[src/inc/vtcm_regs.svh]
// Register map, field positions, reset values and frame counts of the monitor
`ifndef VTCM_REGS_SVH
`define VTCM_REGS_SVH

// Register byte offsets
`define VTCM_OFF_CTRL 8'h00
`define VTCM_OFF_DEG 8'h04
`define VTCM_OFF_STATUS 8'h08
`define VTCM_OFF_PM_NEAR 8'h0c
`define VTCM_OFF_PM_FAR 8'h10
`define VTCM_OFF_PM_OFAR 8'h14
`define VTCM_OFF_PM_FLAGS 8'h18
`define VTCM_OFF_EXP_TI 8'h20
`define VTCM_OFF_ACC_TI 8'h30

// Control fields
`define VTCM_CTRL_MON 0
`define VTCM_CTRL_TRACE_MISMATCH_DISABLE 1
`define VTCM_CTRL_SSF_REP 2
`define VTCM_CTRL_RDI_REP 3
`define VTCM_CTRL_ODI_REP 4
`define VTCM_CTRL_INC_REP 5

// Degrade configuration fields
`define VTCM_DEG_WIN_LSB 0
`define VTCM_DEG_THR_LSB 16

// Status fields: defects at the bottom, faults from bit 16
`define VTCM_ST_DEF_LSB 0
`define VTCM_ST_FLT_LSB 16

// Reset values
`define VTCM_CTRL_RST 32'h0000003d
`define VTCM_DEG_RST 32'h01000007

// Frame and multiframe counts
`define VTCM_FRAME_BYTES 8'd140
`define VTCM_N2_IDX 8'd70
`define VTCM_MF_LAST 7'd75
`define VTCM_FAS_END 7'd5
`define VTCM_FAS_NEXT 7'd6
`define VTCM_FAS_PAT 12'hffe
`define VTCM_TI_FIRST 7'd8
`define VTCM_TI_LAST 7'd71
`define VTCM_RDI_FRAME 7'd72
`define VTCM_ODI_FRAME 7'd73
`define VTCM_PERSIST 3'd5
`define VTCM_TI_ACCEPT 2'd3

`endif

[src/inc/vtcm_pkg.sv]
// Types shared by the tandem connection monitor
package vtcm_pkg;

  // Multiframe aligner state
  typedef enum logic [0:0]
  {
    out_of_multiframe = 1'b0,
    in_multiframe_state = 1'b1
  } vtcm_align_t;

  // AXI response codes
  typedef enum logic [1:0]
  {
    vtcm_okay = 2'b00,
    vtcm_slverr = 2'b10
  } vtcm_resp_t;

endpackage

[src/inc/vtcm_stream_if.sv]
// N2 byte stream from the link receiver to the monitor core
`timescale 1ns/10ps
interface vtcm_stream_if;
  logic n2_valid;
  logic [7:0] n2_byte;
  logic bip_err;
  logic ssf;

  modport src (output n2_valid, output n2_byte, output bip_err, output ssf);
  modport snk (input n2_valid, input n2_byte, input bip_err, input ssf);
endinterface

[src/design/vtcm_link_rx.sv]
// Link receiver: pin synchronisers, byte framing and parity check
`timescale 1ns/10ps
module vtcm_link_rx
  import vtcm_pkg::*;
(
  // Clock and reset
  input wire logic clk,
  input wire logic reset,
  // Connection point pins
  input wire logic link_clk,
  input wire logic link_data,
  input wire logic link_fs,
  input wire logic server_fail_in,
  // Byte stream to the core
  vtcm_stream_if.src st
);
  `include "vtcm_regs.svh"

  logic [3:0] s1_r, s2_r, s3_r, stable_r, stable_nxt;
  logic [7:0] sh_r, sh_nxt, idx_r, idx_nxt, byte_v;
  logic [2:0] bit_r, bit_nxt;
  logic [1:0] run_r, run_nxt, prev_r, prev_nxt, bip_v;
  logic ok_r, ok_nxt, framed_r, framed_nxt, edge_v, fs_v;
  logic n2v_r, n2v_nxt, err_r, err_nxt;
  logic [7:0] n2_r, n2_nxt;

  // Each pin counts only once the second and third stages agree
  always_comb
  begin
    stable_nxt = stable_r;
    for (int i = 0; i < 4; i++)
    begin
      if (s2_r[i] == s3_r[i])
        stable_nxt[i] = s3_r[i];
    end
    edge_v = stable_nxt[0] & ~stable_r[0];
    fs_v = stable_r[2];
  end

  // Framing and even parity over bit pairs of each byte
  always_comb
  begin
    sh_nxt = sh_r;
    idx_nxt = idx_r;
    bit_nxt = bit_r;
    run_nxt = run_r;
    prev_nxt = prev_r;
    ok_nxt = ok_r;
    framed_nxt = framed_r;
    n2v_nxt = 1'b0;
    n2_nxt = n2_r;
    err_nxt = err_r;
    byte_v = {sh_r[6:0], stable_r[1]};
    bip_v = {byte_v[7] ^ byte_v[5] ^ byte_v[3] ^ byte_v[1],
             byte_v[6] ^ byte_v[4] ^ byte_v[2] ^ byte_v[0]};
    if (edge_v)
    begin
      sh_nxt = byte_v;
      bit_nxt = bit_r + 3'd1;
      if (fs_v)
      begin
        // A frame start off the byte grid restarts the parity chain
        if (idx_r != 8'd0 || bit_r != 3'd0)
        begin
          run_nxt = 2'b00;
          ok_nxt = 1'b0;
        end
        framed_nxt = 1'b1;
        idx_nxt = 8'd0;
        bit_nxt = 3'd1;
      end
      else if (framed_r && bit_r == 3'd7)
      begin
        if (idx_r == `VTCM_FRAME_BYTES - 8'd1)
        begin
          prev_nxt = run_r ^ bip_v;
          run_nxt = 2'b00;
          ok_nxt = 1'b1;
          idx_nxt = 8'd0;
        end
        else
        begin
          run_nxt = run_r ^ bip_v;
          idx_nxt = idx_r + 8'd1;
        end
        if (idx_r == `VTCM_N2_IDX)
        begin
          n2v_nxt = 1'b1;
          n2_nxt = byte_v;
          err_nxt = ok_r & (byte_v[7:6] != prev_r);
        end
      end
    end
  end

  // Registers; the first stage feeds only the second
  always_ff @(posedge clk or posedge reset)
  begin
    if (reset)
    begin
      s1_r <= 4'h0;
      s2_r <= 4'h0;
      s3_r <= 4'h0;
      stable_r <= 4'h0;
      sh_r <= 8'h00;
      idx_r <= 8'h00;
      bit_r <= 3'h0;
      run_r <= 2'h0;
      prev_r <= 2'h0;
      ok_r <= 1'b0;
      framed_r <= 1'b0;
      n2v_r <= 1'b0;
      n2_r <= 8'h00;
      err_r <= 1'b0;
    end
    else
    begin
      s1_r <= {server_fail_in, link_fs, link_data, link_clk};
      s2_r <= s1_r;
      s3_r <= s2_r;
      stable_r <= stable_nxt;
      sh_r <= sh_nxt;
      idx_r <= idx_nxt;
      bit_r <= bit_nxt;
      run_r <= run_nxt;
      prev_r <= prev_nxt;
      ok_r <= ok_nxt;
      framed_r <= framed_nxt;
      n2v_r <= n2v_nxt;
      n2_r <= n2_nxt;
      err_r <= err_nxt;
    end
  end

  assign st.n2_valid = n2v_r;
  assign st.n2_byte = n2_r;
  assign st.bip_err = err_r & n2v_r;
  assign st.ssf = stable_r[3];
endmodule

[src/design/vtcm_monitor.sv]
// Non-intrusive tandem connection monitor with AXI4-Lite registers
// Behaviour
// - Even parity of previous frame checks N2 bits
// - Recover trace, present as accepted trace
// - Only first trace mode is supported
// - Extract incoming alarm bit N2 bit four
// - Extract far-end error bit and remote defect
// - Extract outgoing error bit and outgoing defect
// - Search and check alignment pattern in N2
// - Two errored words lose, one good regains
// - Five zero N2 frames raise no-payload
// - Connection loss follows out-of-multiframe state
// - Trace mismatch set and cleared within second
// - Server fail suppresses trace mismatch
// - Disable bit suppresses trace mismatch
// - Degrade from parity errors, window, threshold
// - Remote defect filtered by persistence
// - Outgoing defect filtered the same way
// - Five frames of bit four flip alarm
// - Trail fail and degrade actions
// - Fault correlation for payload, loss, mismatch
// - Fault correlation for degrade, server fail
// - Remote and outgoing faults, gated, enabled
// - Incoming alarm fault correlation
// - Counts collected per management second tick
`timescale 1ns/10ps
module vtcm_monitor
  import vtcm_pkg::*;
(
  // Clock and reset
  input wire logic clk,
  input wire logic reset,
  // Connection point pins
  input wire logic link_clk,
  input wire logic link_data,
  input wire logic link_fs,
  input wire logic server_fail_in,
  // Management one-second tick, same clock
  input wire logic one_second_tick,
  // AXI4-Lite write channels
  input wire logic [7:0] s_axi_awaddr,
  input wire logic s_axi_awvalid,
  output logic s_axi_awready,
  input wire logic [31:0] s_axi_wdata,
  input wire logic [3:0] s_axi_wstrb,
  input wire logic s_axi_wvalid,
  output logic s_axi_wready,
  output logic [1:0] s_axi_bresp,
  output logic s_axi_bvalid,
  input wire logic s_axi_bready,
  // AXI4-Lite read channels
  input wire logic [7:0] s_axi_araddr,
  input wire logic s_axi_arvalid,
  output logic s_axi_arready,
  output logic [31:0] s_axi_rdata,
  output logic [1:0] s_axi_rresp,
  output logic s_axi_rvalid,
  input wire logic s_axi_rready,
  // Consequent actions
  output logic trail_fail_out,
  output logic trail_degrade_out
);
  `include "vtcm_regs.svh"

  vtcm_stream_if st ();

  vtcm_link_rx u_rx (
    .clk(clk),
    .reset(reset),
    .link_clk(link_clk),
    .link_data(link_data),
    .link_fs(link_fs),
    .server_fail_in(server_fail_in),
    .st(st)
  );

  // Five-frame style persistence: returns {state, mismatch count}
  function automatic logic [3:0] persist(input logic s, input logic [2:0] c,
                                         input logic v);
    if (v == s)
      persist = {s, 3'd0};
    else if (c == `VTCM_PERSIST - 3'd1)
      persist = {v, 3'd0};
    else
      persist = {s, c + 3'd1};
  endfunction

  // Saturating 16-bit increment; counts freeze rather than wrap
  function automatic logic [15:0] sat_inc(input logic [15:0] v,
                                          input logic en);
    sat_inc = (en && v != 16'hffff) ? v + 16'd1 : v;
  endfunction

  // Byte-lane merge for register writes
  function automatic logic [31:0] merge(input logic [31:0] o,
                                        input logic [31:0] d,
                                        input logic [3:0] s);
    for (int i = 0; i < 4; i++)
      merge[i*8 +: 8] = s[i] ? d[i*8 +: 8] : o[i*8 +: 8];
  endfunction

  // Mapped word check shared by both channels
  function automatic logic mapped(input logic [7:0] a, input logic wr);
    logic [7:0] w;
    w = {a[7:2], 2'b00};
    if (w == `VTCM_OFF_CTRL || w == `VTCM_OFF_DEG ||
        w[7:4] == `VTCM_OFF_EXP_TI >> 4)
      mapped = 1'b1;
    else
      mapped = !wr && (w == `VTCM_OFF_STATUS || w == `VTCM_OFF_PM_NEAR ||
        w == `VTCM_OFF_PM_FAR || w == `VTCM_OFF_PM_OFAR ||
        w == `VTCM_OFF_PM_FLAGS || w[7:4] == `VTCM_OFF_ACC_TI >> 4);
  endfunction

  logic awready_r, awready_nxt, wready_r, wready_nxt;
  logic bvalid_r, bvalid_nxt, arready_r, arready_nxt, rvalid_r, rvalid_nxt;
  logic [1:0] bresp_r, bresp_nxt, rresp_r, rresp_nxt;
  logic [7:0] awaddr_r, awaddr_nxt;
  logic [31:0] wdata_r, wdata_nxt, rdata_r, rdata_nxt;
  logic [3:0] wstrb_r, wstrb_nxt;
  logic [31:0] ctrl_r, ctrl_nxt, degcfg_r, degcfg_nxt;
  logic [31:0] exp_r [0:3];
  logic [31:0] exp_nxt [0:3];
  logic [127:0] exp_ti;
  logic [31:0] status_v;
  logic [15:0] pm_near_r, pm_far_r, pm_ofar_r;
  logic [2:0] pm_ds_r;
  logic [127:0] ti_acc_r;

  // Register file and AXI4-Lite handshakes
  always_comb
  begin
    awready_nxt = awready_r;
    wready_nxt = wready_r;
    bvalid_nxt = bvalid_r;
    bresp_nxt = bresp_r;
    awaddr_nxt = awaddr_r;
    wdata_nxt = wdata_r;
    wstrb_nxt = wstrb_r;
    arready_nxt = arready_r;
    rvalid_nxt = rvalid_r;
    rdata_nxt = rdata_r;
    rresp_nxt = rresp_r;
    ctrl_nxt = ctrl_r;
    degcfg_nxt = degcfg_r;
    exp_nxt = exp_r;
    if (s_axi_awvalid && awready_r)
    begin
      awready_nxt = 1'b0;
      awaddr_nxt = s_axi_awaddr;
    end
    if (s_axi_wvalid && wready_r)
    begin
      wready_nxt = 1'b0;
      wdata_nxt = s_axi_wdata;
      wstrb_nxt = s_axi_wstrb;
    end
    // Write acts once address and data are both held
    if (!awready_r && !wready_r && !bvalid_r)
    begin
      bvalid_nxt = 1'b1;
      bresp_nxt = mapped(awaddr_r, 1'b1) ? vtcm_okay : vtcm_slverr;
      if ({awaddr_r[7:2], 2'b00} == `VTCM_OFF_CTRL)
        ctrl_nxt = merge(ctrl_r, wdata_r, wstrb_r);
      else if ({awaddr_r[7:2], 2'b00} == `VTCM_OFF_DEG)
        degcfg_nxt = merge(degcfg_r, wdata_r, wstrb_r);
      else if (awaddr_r[7:4] == `VTCM_OFF_EXP_TI >> 4)
        exp_nxt[awaddr_r[3:2]] = merge(exp_r[awaddr_r[3:2]], wdata_r, wstrb_r);
    end
    if (bvalid_r && s_axi_bready)
    begin
      bvalid_nxt = 1'b0;
      awready_nxt = 1'b1;
      wready_nxt = 1'b1;
    end
    // Reads answer one cycle after the address is taken
    if (s_axi_arvalid && arready_r)
    begin
      arready_nxt = 1'b0;
      rvalid_nxt = 1'b1;
      rresp_nxt = mapped(s_axi_araddr, 1'b0) ? vtcm_okay : vtcm_slverr;
      rdata_nxt = 32'h00000000;
      case ({s_axi_araddr[7:2], 2'b00})
        `VTCM_OFF_CTRL: rdata_nxt = ctrl_r;
        `VTCM_OFF_DEG: rdata_nxt = degcfg_r;
        `VTCM_OFF_STATUS: rdata_nxt = status_v;
        `VTCM_OFF_PM_NEAR: rdata_nxt = {16'h0000, pm_near_r};
        `VTCM_OFF_PM_FAR: rdata_nxt = {16'h0000, pm_far_r};
        `VTCM_OFF_PM_OFAR: rdata_nxt = {16'h0000, pm_ofar_r};
        `VTCM_OFF_PM_FLAGS: rdata_nxt = {29'h00000000, pm_ds_r};
        default:
        begin
          if (s_axi_araddr[7:4] == `VTCM_OFF_EXP_TI >> 4)
            rdata_nxt = exp_r[s_axi_araddr[3:2]];
          else if (s_axi_araddr[7:4] == `VTCM_OFF_ACC_TI >> 4)
            rdata_nxt = ti_acc_r[{~s_axi_araddr[3:2], 5'b0} +: 32];
        end
      endcase
    end
    if (rvalid_r && s_axi_rready)
    begin
      rvalid_nxt = 1'b0;
      arready_nxt = 1'b1;
    end
  end

  always_ff @(posedge clk or posedge reset)
  begin
    if (reset)
    begin
      awready_r <= 1'b1;
      wready_r <= 1'b1;
      bvalid_r <= 1'b0;
      bresp_r <= 2'h0;
      awaddr_r <= 8'h00;
      wdata_r <= 32'h00000000;
      wstrb_r <= 4'h0;
      arready_r <= 1'b1;
      rvalid_r <= 1'b0;
      rdata_r <= 32'h00000000;
      rresp_r <= 2'h0;
      ctrl_r <= `VTCM_CTRL_RST;
      degcfg_r <= `VTCM_DEG_RST;
      for (int i = 0; i < 4; i++)
        exp_r[i] <= 32'h00000000;
    end
    else
    begin
      awready_r <= awready_nxt;
      wready_r <= wready_nxt;
      bvalid_r <= bvalid_nxt;
      bresp_r <= bresp_nxt;
      awaddr_r <= awaddr_nxt;
      wdata_r <= wdata_nxt;
      wstrb_r <= wstrb_nxt;
      arready_r <= arready_nxt;
      rvalid_r <= rvalid_nxt;
      rdata_r <= rdata_nxt;
      rresp_r <= rresp_nxt;
      ctrl_r <= ctrl_nxt;
      degcfg_r <= degcfg_nxt;
      exp_r <= exp_nxt;
    end
  end

  assign exp_ti = {exp_r[0], exp_r[1], exp_r[2], exp_r[3]};

  vtcm_align_t al_r, al_nxt;
  logic [11:0] fas_r, fas_nxt;
  logic [6:0] mf_r, mf_nxt;
  logic ferr_r, ferr_nxt, rdi_bit_r, rdi_bit_nxt, odi_bit_r, odi_bit_nxt;
  logic mfd_r, mfd_nxt;
  logic [127:0] ti_sh_r, ti_sh_nxt, ti_last_r, ti_last_nxt, ti_acc_nxt;
  logic [1:0] ti_cnt_r, ti_cnt_nxt;

  // Multiframe alignment on N2 bits 7 and 8, trace and remote bits
  always_comb
  begin
    al_nxt = al_r;
    fas_nxt = fas_r;
    mf_nxt = mf_r;
    ferr_nxt = ferr_r;
    rdi_bit_nxt = rdi_bit_r;
    odi_bit_nxt = odi_bit_r;
    mfd_nxt = 1'b0;
    ti_sh_nxt = ti_sh_r;
    ti_last_nxt = ti_last_r;
    ti_acc_nxt = ti_acc_r;
    ti_cnt_nxt = ti_cnt_r;
    if (st.n2_valid)
    begin
      fas_nxt = {fas_r[9:0], st.n2_byte[1], st.n2_byte[0]};
      unique case (al_r)
        out_of_multiframe:
        begin
          if (fas_nxt == `VTCM_FAS_PAT)
          begin
            al_nxt = in_multiframe_state;
            mf_nxt = `VTCM_FAS_NEXT;
            ferr_nxt = 1'b0;
          end
        end
        in_multiframe_state:
        begin
          mf_nxt = (mf_r == `VTCM_MF_LAST) ? 7'd0 : mf_r + 7'd1;
          if (mf_r == `VTCM_FAS_END)
          begin
            // Check at the last pattern frame (VTCM_FAS_END); two bad words in a row lose it
            ferr_nxt = (fas_nxt != `VTCM_FAS_PAT);
            if (ferr_nxt && ferr_r)
              al_nxt = out_of_multiframe;
          end
          if (mf_r >= `VTCM_TI_FIRST && mf_r <= `VTCM_TI_LAST)
            ti_sh_nxt = {ti_sh_r[125:0], st.n2_byte[1:0]};
          if (mf_r == `VTCM_RDI_FRAME)
            rdi_bit_nxt = st.n2_byte[0];
          if (mf_r == `VTCM_ODI_FRAME)
            odi_bit_nxt = st.n2_byte[1];
          mfd_nxt = (mf_r == `VTCM_MF_LAST);
        end
      endcase
    end
    // Single trace mode: accept after identical multiframes in a row
    if (mfd_r)
    begin
      ti_last_nxt = ti_sh_r;
      if (ti_sh_r != ti_last_r)
        ti_cnt_nxt = 2'd0;
      else if (ti_cnt_r != `VTCM_TI_ACCEPT - 2'd1)
        ti_cnt_nxt = ti_cnt_r + 2'd1;
      if (ti_sh_r == ti_last_r && ti_cnt_nxt == `VTCM_TI_ACCEPT - 2'd1)
        ti_acc_nxt = ti_sh_r;
    end
  end

  always_ff @(posedge clk or posedge reset)
  begin
    if (reset)
    begin
      al_r <= out_of_multiframe;
      fas_r <= 12'h000;
      mf_r <= 7'h00;
      ferr_r <= 1'b0;
      rdi_bit_r <= 1'b0;
      odi_bit_r <= 1'b0;
      mfd_r <= 1'b0;
      ti_sh_r <= '0;
      ti_last_r <= '0;
      ti_acc_r <= '0;
      ti_cnt_r <= 2'h0;
    end
    else
    begin
      al_r <= al_nxt;
      fas_r <= fas_nxt;
      mf_r <= mf_nxt;
      ferr_r <= ferr_nxt;
      rdi_bit_r <= rdi_bit_nxt;
      odi_bit_r <= odi_bit_nxt;
      mfd_r <= mfd_nxt;
      ti_sh_r <= ti_sh_nxt;
      ti_last_r <= ti_last_nxt;
      ti_acc_r <= ti_acc_nxt;
      ti_cnt_r <= ti_cnt_nxt;
    end
  end

  logic [3:0] uneq_r, uneq_nxt, inc_r, inc_nxt, rdi_r, rdi_nxt, odi_r, odi_nxt;
  logic ltc_r, ltc_nxt, tim_r, tim_nxt, deg_r, deg_nxt;
  logic [3:0] badc_r, badc_nxt, win_v;
  logic [15:0] secerr_r, secerr_nxt;
  logic bad_v;

  // Defect detection
  always_comb
  begin
    uneq_nxt = uneq_r;
    inc_nxt = inc_r;
    rdi_nxt = rdi_r;
    odi_nxt = odi_r;
    deg_nxt = deg_r;
    badc_nxt = badc_r;
    if (st.n2_valid)
    begin
      uneq_nxt = persist(uneq_r[3], uneq_r[2:0], st.n2_byte == 8'h00);
      inc_nxt = persist(inc_r[3], inc_r[2:0], st.n2_byte[4]);
    end
    if (mfd_r)
    begin
      rdi_nxt = persist(rdi_r[3], rdi_r[2:0], rdi_bit_r);
      odi_nxt = persist(odi_r[3], odi_r[2:0], odi_bit_r);
    end
    ltc_nxt = (al_r == out_of_multiframe);
    // Suppressed under server fail or when disabled
    tim_nxt = (ti_acc_r != exp_ti) && !st.ssf &&
              !ctrl_r[`VTCM_CTRL_TRACE_MISMATCH_DISABLE];
    // Degrade: a second is bad at threshold errors; window of seconds flips
    win_v = degcfg_r[`VTCM_DEG_WIN_LSB +: 4];
    bad_v = secerr_r >= degcfg_r[`VTCM_DEG_THR_LSB +: 16];
    secerr_nxt = sat_inc(secerr_r, st.bip_err);
    if (one_second_tick)
    begin
      secerr_nxt = {15'h0000, st.bip_err};
      if (bad_v == deg_r)
        badc_nxt = 4'd0;
      else if (badc_r + 4'd1 >= win_v)
      begin
        deg_nxt = bad_v;
        badc_nxt = 4'd0;
      end
      else
        badc_nxt = badc_r + 4'd1;
    end
  end

  always_ff @(posedge clk or posedge reset)
  begin
    if (reset)
    begin
      uneq_r <= 4'h0;
      inc_r <= 4'h0;
      rdi_r <= 4'h0;
      odi_r <= 4'h0;
      ltc_r <= 1'b1;
      tim_r <= 1'b0;
      deg_r <= 1'b0;
      badc_r <= 4'h0;
      secerr_r <= 16'h0000;
    end
    else
    begin
      uneq_r <= uneq_nxt;
      inc_r <= inc_nxt;
      rdi_r <= rdi_nxt;
      odi_r <= odi_nxt;
      ltc_r <= ltc_nxt;
      tim_r <= tim_nxt;
      deg_r <= deg_nxt;
      badc_r <= badc_nxt;
      secerr_r <= secerr_nxt;
    end
  end

  logic tsf_r, tsf_nxt, tsd_r, tsd_nxt, mon;
  logic [7:0] flt_r, flt_nxt;
  logic [15:0] an_r, an_nxt, af_r, af_nxt, ao_r, ao_nxt;
  logic [2:0] ads_r, ads_nxt;
  logic [15:0] pm_near_nxt, pm_far_nxt, pm_ofar_nxt;
  logic [2:0] pm_ds_nxt;

  // Consequent actions, fault correlation and per-second counts
  always_comb
  begin
    mon = ctrl_r[`VTCM_CTRL_MON];
    tsf_nxt = st.ssf | uneq_r[3] | tim_r | ltc_r;
    tsd_nxt = deg_r;
    flt_nxt[0] = mon & uneq_r[3];
    flt_nxt[1] = mon & !uneq_r[3] & !st.ssf & ltc_r;
    flt_nxt[2] = mon & !uneq_r[3] & !ltc_r & tim_r;
    flt_nxt[3] = mon & !tim_r & !ltc_r & deg_r;
    flt_nxt[4] = mon & st.ssf & ctrl_r[`VTCM_CTRL_SSF_REP];
    flt_nxt[5] = mon & !uneq_r[3] & !tim_r & !ltc_r & rdi_r[3] &
                 ctrl_r[`VTCM_CTRL_RDI_REP];
    flt_nxt[6] = mon & !uneq_r[3] & !tim_r & !ltc_r & odi_r[3] &
                 ctrl_r[`VTCM_CTRL_ODI_REP];
    flt_nxt[7] = mon & inc_r[3] & !st.ssf & !ltc_r & !tim_r &
                 ctrl_r[`VTCM_CTRL_INC_REP];
    an_nxt = sat_inc(an_r, st.bip_err);
    af_nxt = sat_inc(af_r, st.n2_valid & st.n2_byte[3]);
    ao_nxt = sat_inc(ao_r, st.n2_valid & st.n2_byte[2]);
    ads_nxt = ads_r | {odi_r[3], rdi_r[3], tsf_r};
    pm_near_nxt = pm_near_r;
    pm_far_nxt = pm_far_r;
    pm_ofar_nxt = pm_ofar_r;
    pm_ds_nxt = pm_ds_r;
    // Tick closes the second; same-cycle events open the next one
    if (one_second_tick)
    begin
      pm_near_nxt = an_r;
      pm_far_nxt = af_r;
      pm_ofar_nxt = ao_r;
      pm_ds_nxt = ads_r;
      an_nxt = sat_inc(16'h0000, st.bip_err);
      af_nxt = sat_inc(16'h0000, st.n2_valid & st.n2_byte[3]);
      ao_nxt = sat_inc(16'h0000, st.n2_valid & st.n2_byte[2]);
      ads_nxt = {odi_r[3], rdi_r[3], tsf_r};
    end
  end

  always_ff @(posedge clk or posedge reset)
  begin
    if (reset)
    begin
      tsf_r <= 1'b0;
      tsd_r <= 1'b0;
      flt_r <= 8'h00;
      an_r <= 16'h0000;
      af_r <= 16'h0000;
      ao_r <= 16'h0000;
      ads_r <= 3'h0;
      pm_near_r <= 16'h0000;
      pm_far_r <= 16'h0000;
      pm_ofar_r <= 16'h0000;
      pm_ds_r <= 3'h0;
    end
    else
    begin
      tsf_r <= tsf_nxt;
      tsd_r <= tsd_nxt;
      flt_r <= flt_nxt;
      an_r <= an_nxt;
      af_r <= af_nxt;
      ao_r <= ao_nxt;
      ads_r <= ads_nxt;
      pm_near_r <= pm_near_nxt;
      pm_far_r <= pm_far_nxt;
      pm_ofar_r <= pm_ofar_nxt;
      pm_ds_r <= pm_ds_nxt;
    end
  end

  assign status_v = {8'h00, flt_r, 6'h00, tsd_r, tsf_r, st.ssf, inc_r[3],
                     odi_r[3], rdi_r[3], deg_r, tim_r, ltc_r, uneq_r[3]};
  assign s_axi_awready = awready_r;
  assign s_axi_wready = wready_r;
  assign s_axi_bvalid = bvalid_r;
  assign s_axi_bresp = bresp_r;
  assign s_axi_arready = arready_r;
  assign s_axi_rvalid = rvalid_r;
  assign s_axi_rdata = rdata_r;
  assign s_axi_rresp = rresp_r;
  assign trail_fail_out = tsf_r;
  assign trail_degrade_out = tsd_r;
endmodule

[config.mk]
export PLATFORM = sky130hd
export DESIGN_NAME = vtcm_monitor
export DESIGN_NICKNAME = d
export VERILOG_FILES = /design/src/inc/vtcm_pkg.sv /design/src/inc/vtcm_stream_if.sv /design/src/design/vtcm_link_rx.sv /design/src/design/vtcm_monitor.sv
export VERILOG_INCLUDE_DIRS = /design/src /design/src/inc
export SDC_FILE = /design/constraint.sdc
export NUM_CORES = 2
export LEC_CHECK = 0
export BUFFER_PORTS_ARGS = -buffer_cell sky130_fd_sc_hd__buf_4
export CAP_MARGIN = 10
export CORE_MARGIN = 4
export CORE_UTILIZATION = 63
export DETAILED_ROUTE_END_ITERATION = 10
export PLACE_DENSITY_LB_ADDON = 0.25
export SLEW_MARGIN = 5
export SYNTH_ARGS = -nofsm -noshare
export SYNTH_HDL_FRONTEND = slang
export SYNTH_SLANG_ARGS = --single-unit
[constraint.sdc]
create_clock -name clk -period 35.8 [get_ports clk]
set_input_delay 5.37 -clock clk [delete_from_list [all_inputs] [get_ports clk]]
set_output_delay 5.37 -clock clk [all_outputs]
set_load 0.03 [all_outputs]
# == Word level (Yosys, flattened, before mapping) ==
# Cells that the tools add are included.
# op_classes
addsub,13
magnitude_cmp,7
eq_ne,45
shifts,1
n_mux,86
n_bitwise,51
n_reduce_logical,77
# op_table
op,count
!= test 128 bit,2
2-to-1 mux 32 bit,7
case mux 32 bit (7 select lines),1
binary-select mux 32 bit (select 2 bit),2
bitwise mux 128 bit,1
== test 128 bit,1
2-to-1 mux 16 bit,8
variable part select 128 x 8 -> 32 bit,1
"adder 16 x 1 -> 16 bit, second input constant",4
demux 32 bit (select 2 bit),1
"!= test 16 bit, second input constant",4
2-to-1 mux 8 bit,7
AND reduction 3 bit,14
2-to-1 mux 1 bit,33
AND reduction 4 bit,8
2-to-1 mux 3 bit,10
AND 1 bit,27
"== test 7 bit, second input constant",3
nonzero test 2 bit,10
"== test 6 x 3 -> 1 bit, second input constant",3
logical AND 1 bit,18
2-to-1 mux 2 bit,9
greater-or-equal comparator 16 bit,1
"adder 3 x 1 -> 3 bit, second input constant",5
other kinds (41),100
# totals
register_bits,886
input_bits,64
output_inout_bits,43
wordCells,355

# == Logic depth before layout (Yosys ltp) ==
# logic_depth
ltp_word,9
mapped_depth,10
ltp_nobuf,9

# == By module ==
# A second synthesis with hierarchy kept.
# unflattened
cells_unflattened,3318
area_unflattened_um2,41766.3
# by_module_without_submodules
module,instances,cells_each,area_each_um2,seq_area_each_um2
vtcm_monitor,1,3140,39675.6,20836.2
vtcm_link_rx,1,178,2090.8,1251.2

# == Least setup slack after synthesis ==
# Ideal clock, no wire load.
# synth_timing
path_type,input -> register
start,input s_axi_araddr[2]
end,"register rdata_r[29], in the netlist s_axi_rdata[29]"
setup_ns,0.134
arrival_time_ns,7.265
required_time_ns,35.666
setup_slack_ns,28.401
path_stages,6
path_buffers,2
cell_sequence,buf_2 -> buf_1 -> mux4_2 -> mux2_2 -> a222oi_1 -> o21ai_0
# synth_via
elab_chain_len,6
word_cells_on_any_way,16
cone_classes,eq/ne: 6; shift: 1; mux: 6; bitwise: 2; reduce/logical: 1
# synth_lines
element,line_no,rtl
"start, declared",vtcm_monitor.sv:52,"input wire logic [7:0] s_axi_araddr,"
"parallel branches: the longest is 5 deep, another holds variable part select 128 x 8 -> 32 bit",n/a,
case mux 32 bit (7 select lines) *,vtcm_monitor.sv:183,"case ({s_axi_araddr[7:2], 2'b00})"
"end signal, assigned",vtcm_monitor.sv:238,rdata_r <= rdata_nxt;
"end, declared",vtcm_monitor.sv:119,"logic [31:0] wdata_r, wdata_nxt, rdata_r, rdata_nxt;"
# Every way passes the cells marked *. The select of a mux whose other input is x is not followed.
# A chain may end at the register's enable or synchronous reset.

# == Final worst setup path ==
# layout_timing
start,input s_axi_araddr[2]
end,"register rdata_r[0], in the netlist s_axi_rdata[0]"
# Same word-level chain as after synthesis.

==> results.cfg <==
[pwr]
power_density_nw_per_um2 = 59.5
p_total_w = 0.00274
total_leakage_power_nw = 22.2
vdd_drop_max_mv = 0.0376

[floorplan]
die_y_um = 265
die_area_um2 = 70200
die_w_um = 265
start_util = 0.641
rows = 93
coreArea_um2 = 64900
ioPinCount = 107

[grt]
grt_pass1_wl_um = 170000
track_usage = 0.316
gr-total-overflow = 0
grt_max_degree = 177
antenna_found_initial = 1
grt_pass1_vias = 27800

[critical_path]
crit_path_end_kind = flop
critPathArrivalTime_ps = 8790
cp-start-kind = input port
path_max_fanout = 54
critPathKind = in -> reg
crit_required_ps = 36330

[timing]
skew_ps = 24.3
fin_crit_ps = 8270
finalCritPeriodShare = 0.231
setup_tns_ps = 0
rsz0062_at_grt = false
timing.final.hold_violations = 0
maxSlewViolCount = 0
finalSetupViolCount = 0
clock.fmax_ghz = 0.121
worst_slew_margin_rel = 0.209
worst_pin_slew_ps = 1180

[synthesis]
postSynthAreaPerCell_um2 = 12.5
yosysWarnings = 0
ys_ff_latch = 882
syn_inst = 3330
synth_cell_type_count = 66
synthFlopType = dfrtp_1
syn-cell-area_um2 = 41600
synth_edf_count = 0
seq_area_frac_synth = 0.531
async_flop_share = 1.00

[routing]
routed_wl_um = 111000
dr.pass1.iters = 10
viasPerCell = 6.41
vias = 27700
drc = 0
wl_per_cell_um = 25.7
final_antenna_net_count = 0
drt_iter0_markers = 2665

[cells_and_area]
drive_gt1_frac = 0.272
syn_to_final_growth_pct = 10.5
nets = 3495
fill_cells = 4427
n_antenna_cell = 0
final_common_cell = dfrtp_1
mostFrequentLayoutCells = dfrtp_1, mux2_2, nand2_1, o21ai_0, nor2_1

[clock_network]
ctsHoldBuffers = 0
cts.repair.resized = 0
clockBufferDepth = 3
cts_tree = done
h-tree-depth = 3
path_clk_slew_ps = 60
cts_buffers = 89
clock-sinks = 882
insertion_delay_ps = 650
cts_setup_buffers = 0
cts-root-buf = clkbuf_16

[place]
io_buffers = 100
gp_congestion = 0.992
dp_hpwl_um = 78800

[worst_hold_path]
hold_path_class = reg -> reg

[status]
status = finished clean

[run]
cap_violations = 0
==> report_power, final <==
part           total [W]  switching (W)  internal, W
logic           0.000529       0.000286     0.000243
clock network   0.000930       0.000384     0.000546
registers        0.00128       0.000163      0.00111
total            0.00274       0.000833      0.00190
==> cell usage after synthesis (9+ instances only) <==
library cell	n	share of area
nor4_1	50	0.0075
xnor2_1	117	0.025
nand4_1	51	0.0077
a22oi_1	29	0.0052
o22ai_1	16	0.0024
a22o_1	12	0.0025
and3_1	19	0.0029
nor2b_1	9	0.0014
dfstp_2	13	0.0082
or3_1	14	0.0021
a31oi_1	10	0.0015
xor2_1	146	0.031
a221oi_1	15	0.0032
ha_1	43	0.013
nand2_1	266	0.024
mux2_4	120	0.043
inv_1	104	0.0094
nor3_1	22	0.0026
a21oi_1	109	0.013
nand2b_1	22	0.0033
mux4_2	97	0.053
dfrtp_1	869	0.52
buf_6	12	0.0032
a21o_1	12	0.0022
and2_1	13	0.0020
mux2i_1	60	0.014
mux2_2	430	0.12
clkbuf_1	110	0.0099
a222oi_1	9	0.0022
nor2_1	160	0.014
nand3_1	48	0.0058
buf_1	32	0.0029
o21ai_0	196	0.024
o31ai_1	9	0.0016
==> metrics by stage <==
step	hold WS, ps	area [µm²]	utilization	std cells	worst slack [ps]
6_report	351	46000	0.708	4313	27530
5_1_grt	365	46000	0.708	4313	27270
4_1_cts	351	46000	0.708	4313	27560
3_5_place_dp	338	43000	0.663	4152	26940
3_3_place_gp	334	43000	0.663	4152	26980
2_1_floorplan	331	41600	-	3331	5660
==> flip-flops by register name, indices dropped and copies added, names as in the netlist, 10 cells and up <==
signal / cells
af_r: 16
an_r: 16
ao_r: 16
ctrl_r: 32
degcfg_r: 32
exp_r: 128
fas_r: 10
pm_far_r: 16
pm_near_r: 16
pm_ofar_r: 16
s_axi_rdata: 32
secerr_r: 16
ti_acc_r: 128
ti_last_r: 128
ti_sh_r: 128
wdata_r: 32
==> area by class of cell <==
type	count	area (µm²)	area share
Tap cell	855	1070	0.0233
Clock inverter	18	189	0.00411
Multi-Input combinational cell	2183	18500	0.402
Clock buffer	143	2750	0.0597
Timing Repair Buffer	128	998	0.0217
Inverter	104	398	0.00866
Sequential cell	882	22100	0.481
==> worst max-delay path: stages <==
cell,delay (ps)
buf_4,720
buf_4,700
nor2b_1,890
nand2_1,110
o211ai_1,120
o21ai_0,120
o22ai_1,320
a21oi_1,70
o21ai_0,210
==> final timing paths <==
path	startpoint	to	slack, ps	cells past startpoint
setup / recovery	s_axi_araddr[2]	s_axi_rdata[0]	27530	9
hold / removal	u_rx.s1_r[2]	u_rx.s2_r[2]	350	0
setup reg to reg	mfd_r	ti_acc_r[127]	30820	8
hold reg to reg	u_rx.s1_r[2]	u_rx.s2_r[2]	350	0
max in group asynchronous	reset	mfd_r	27870	5
min in group asynchronous	reset	wstrb_r[3]	4890	2
==> per-layer routing <==
layer  vias to the layer above  GRT usage  routed length (µm)
li1                      12000          -                   -
met1                     14300      0.445               45600
met2                      1060      0.492               51600
met3                       252     0.0553                7900
met4                         2      0.140                5760
met5                         -          0                   9
==> cell families (layout without fill, tap and decap cells) <==
kind of cell / Yosys count / after routing / synth area share
flops: 882 / 882 / 0.531
buf+inv: 266 / 393 / 0.0266
compound gates: 455 / 455 / 0.0653
fa+ha+maj: 47 / 47 / 0.0139
simple gates: 701 / 701 / 0.0791
mux: 715 / 715 / 0.229
xor+xnor: 263 / 263 / 0.0554
other cells: 1 / 2 / 0.0000901
No activity file was read; power rests on OpenSTA's default activity.
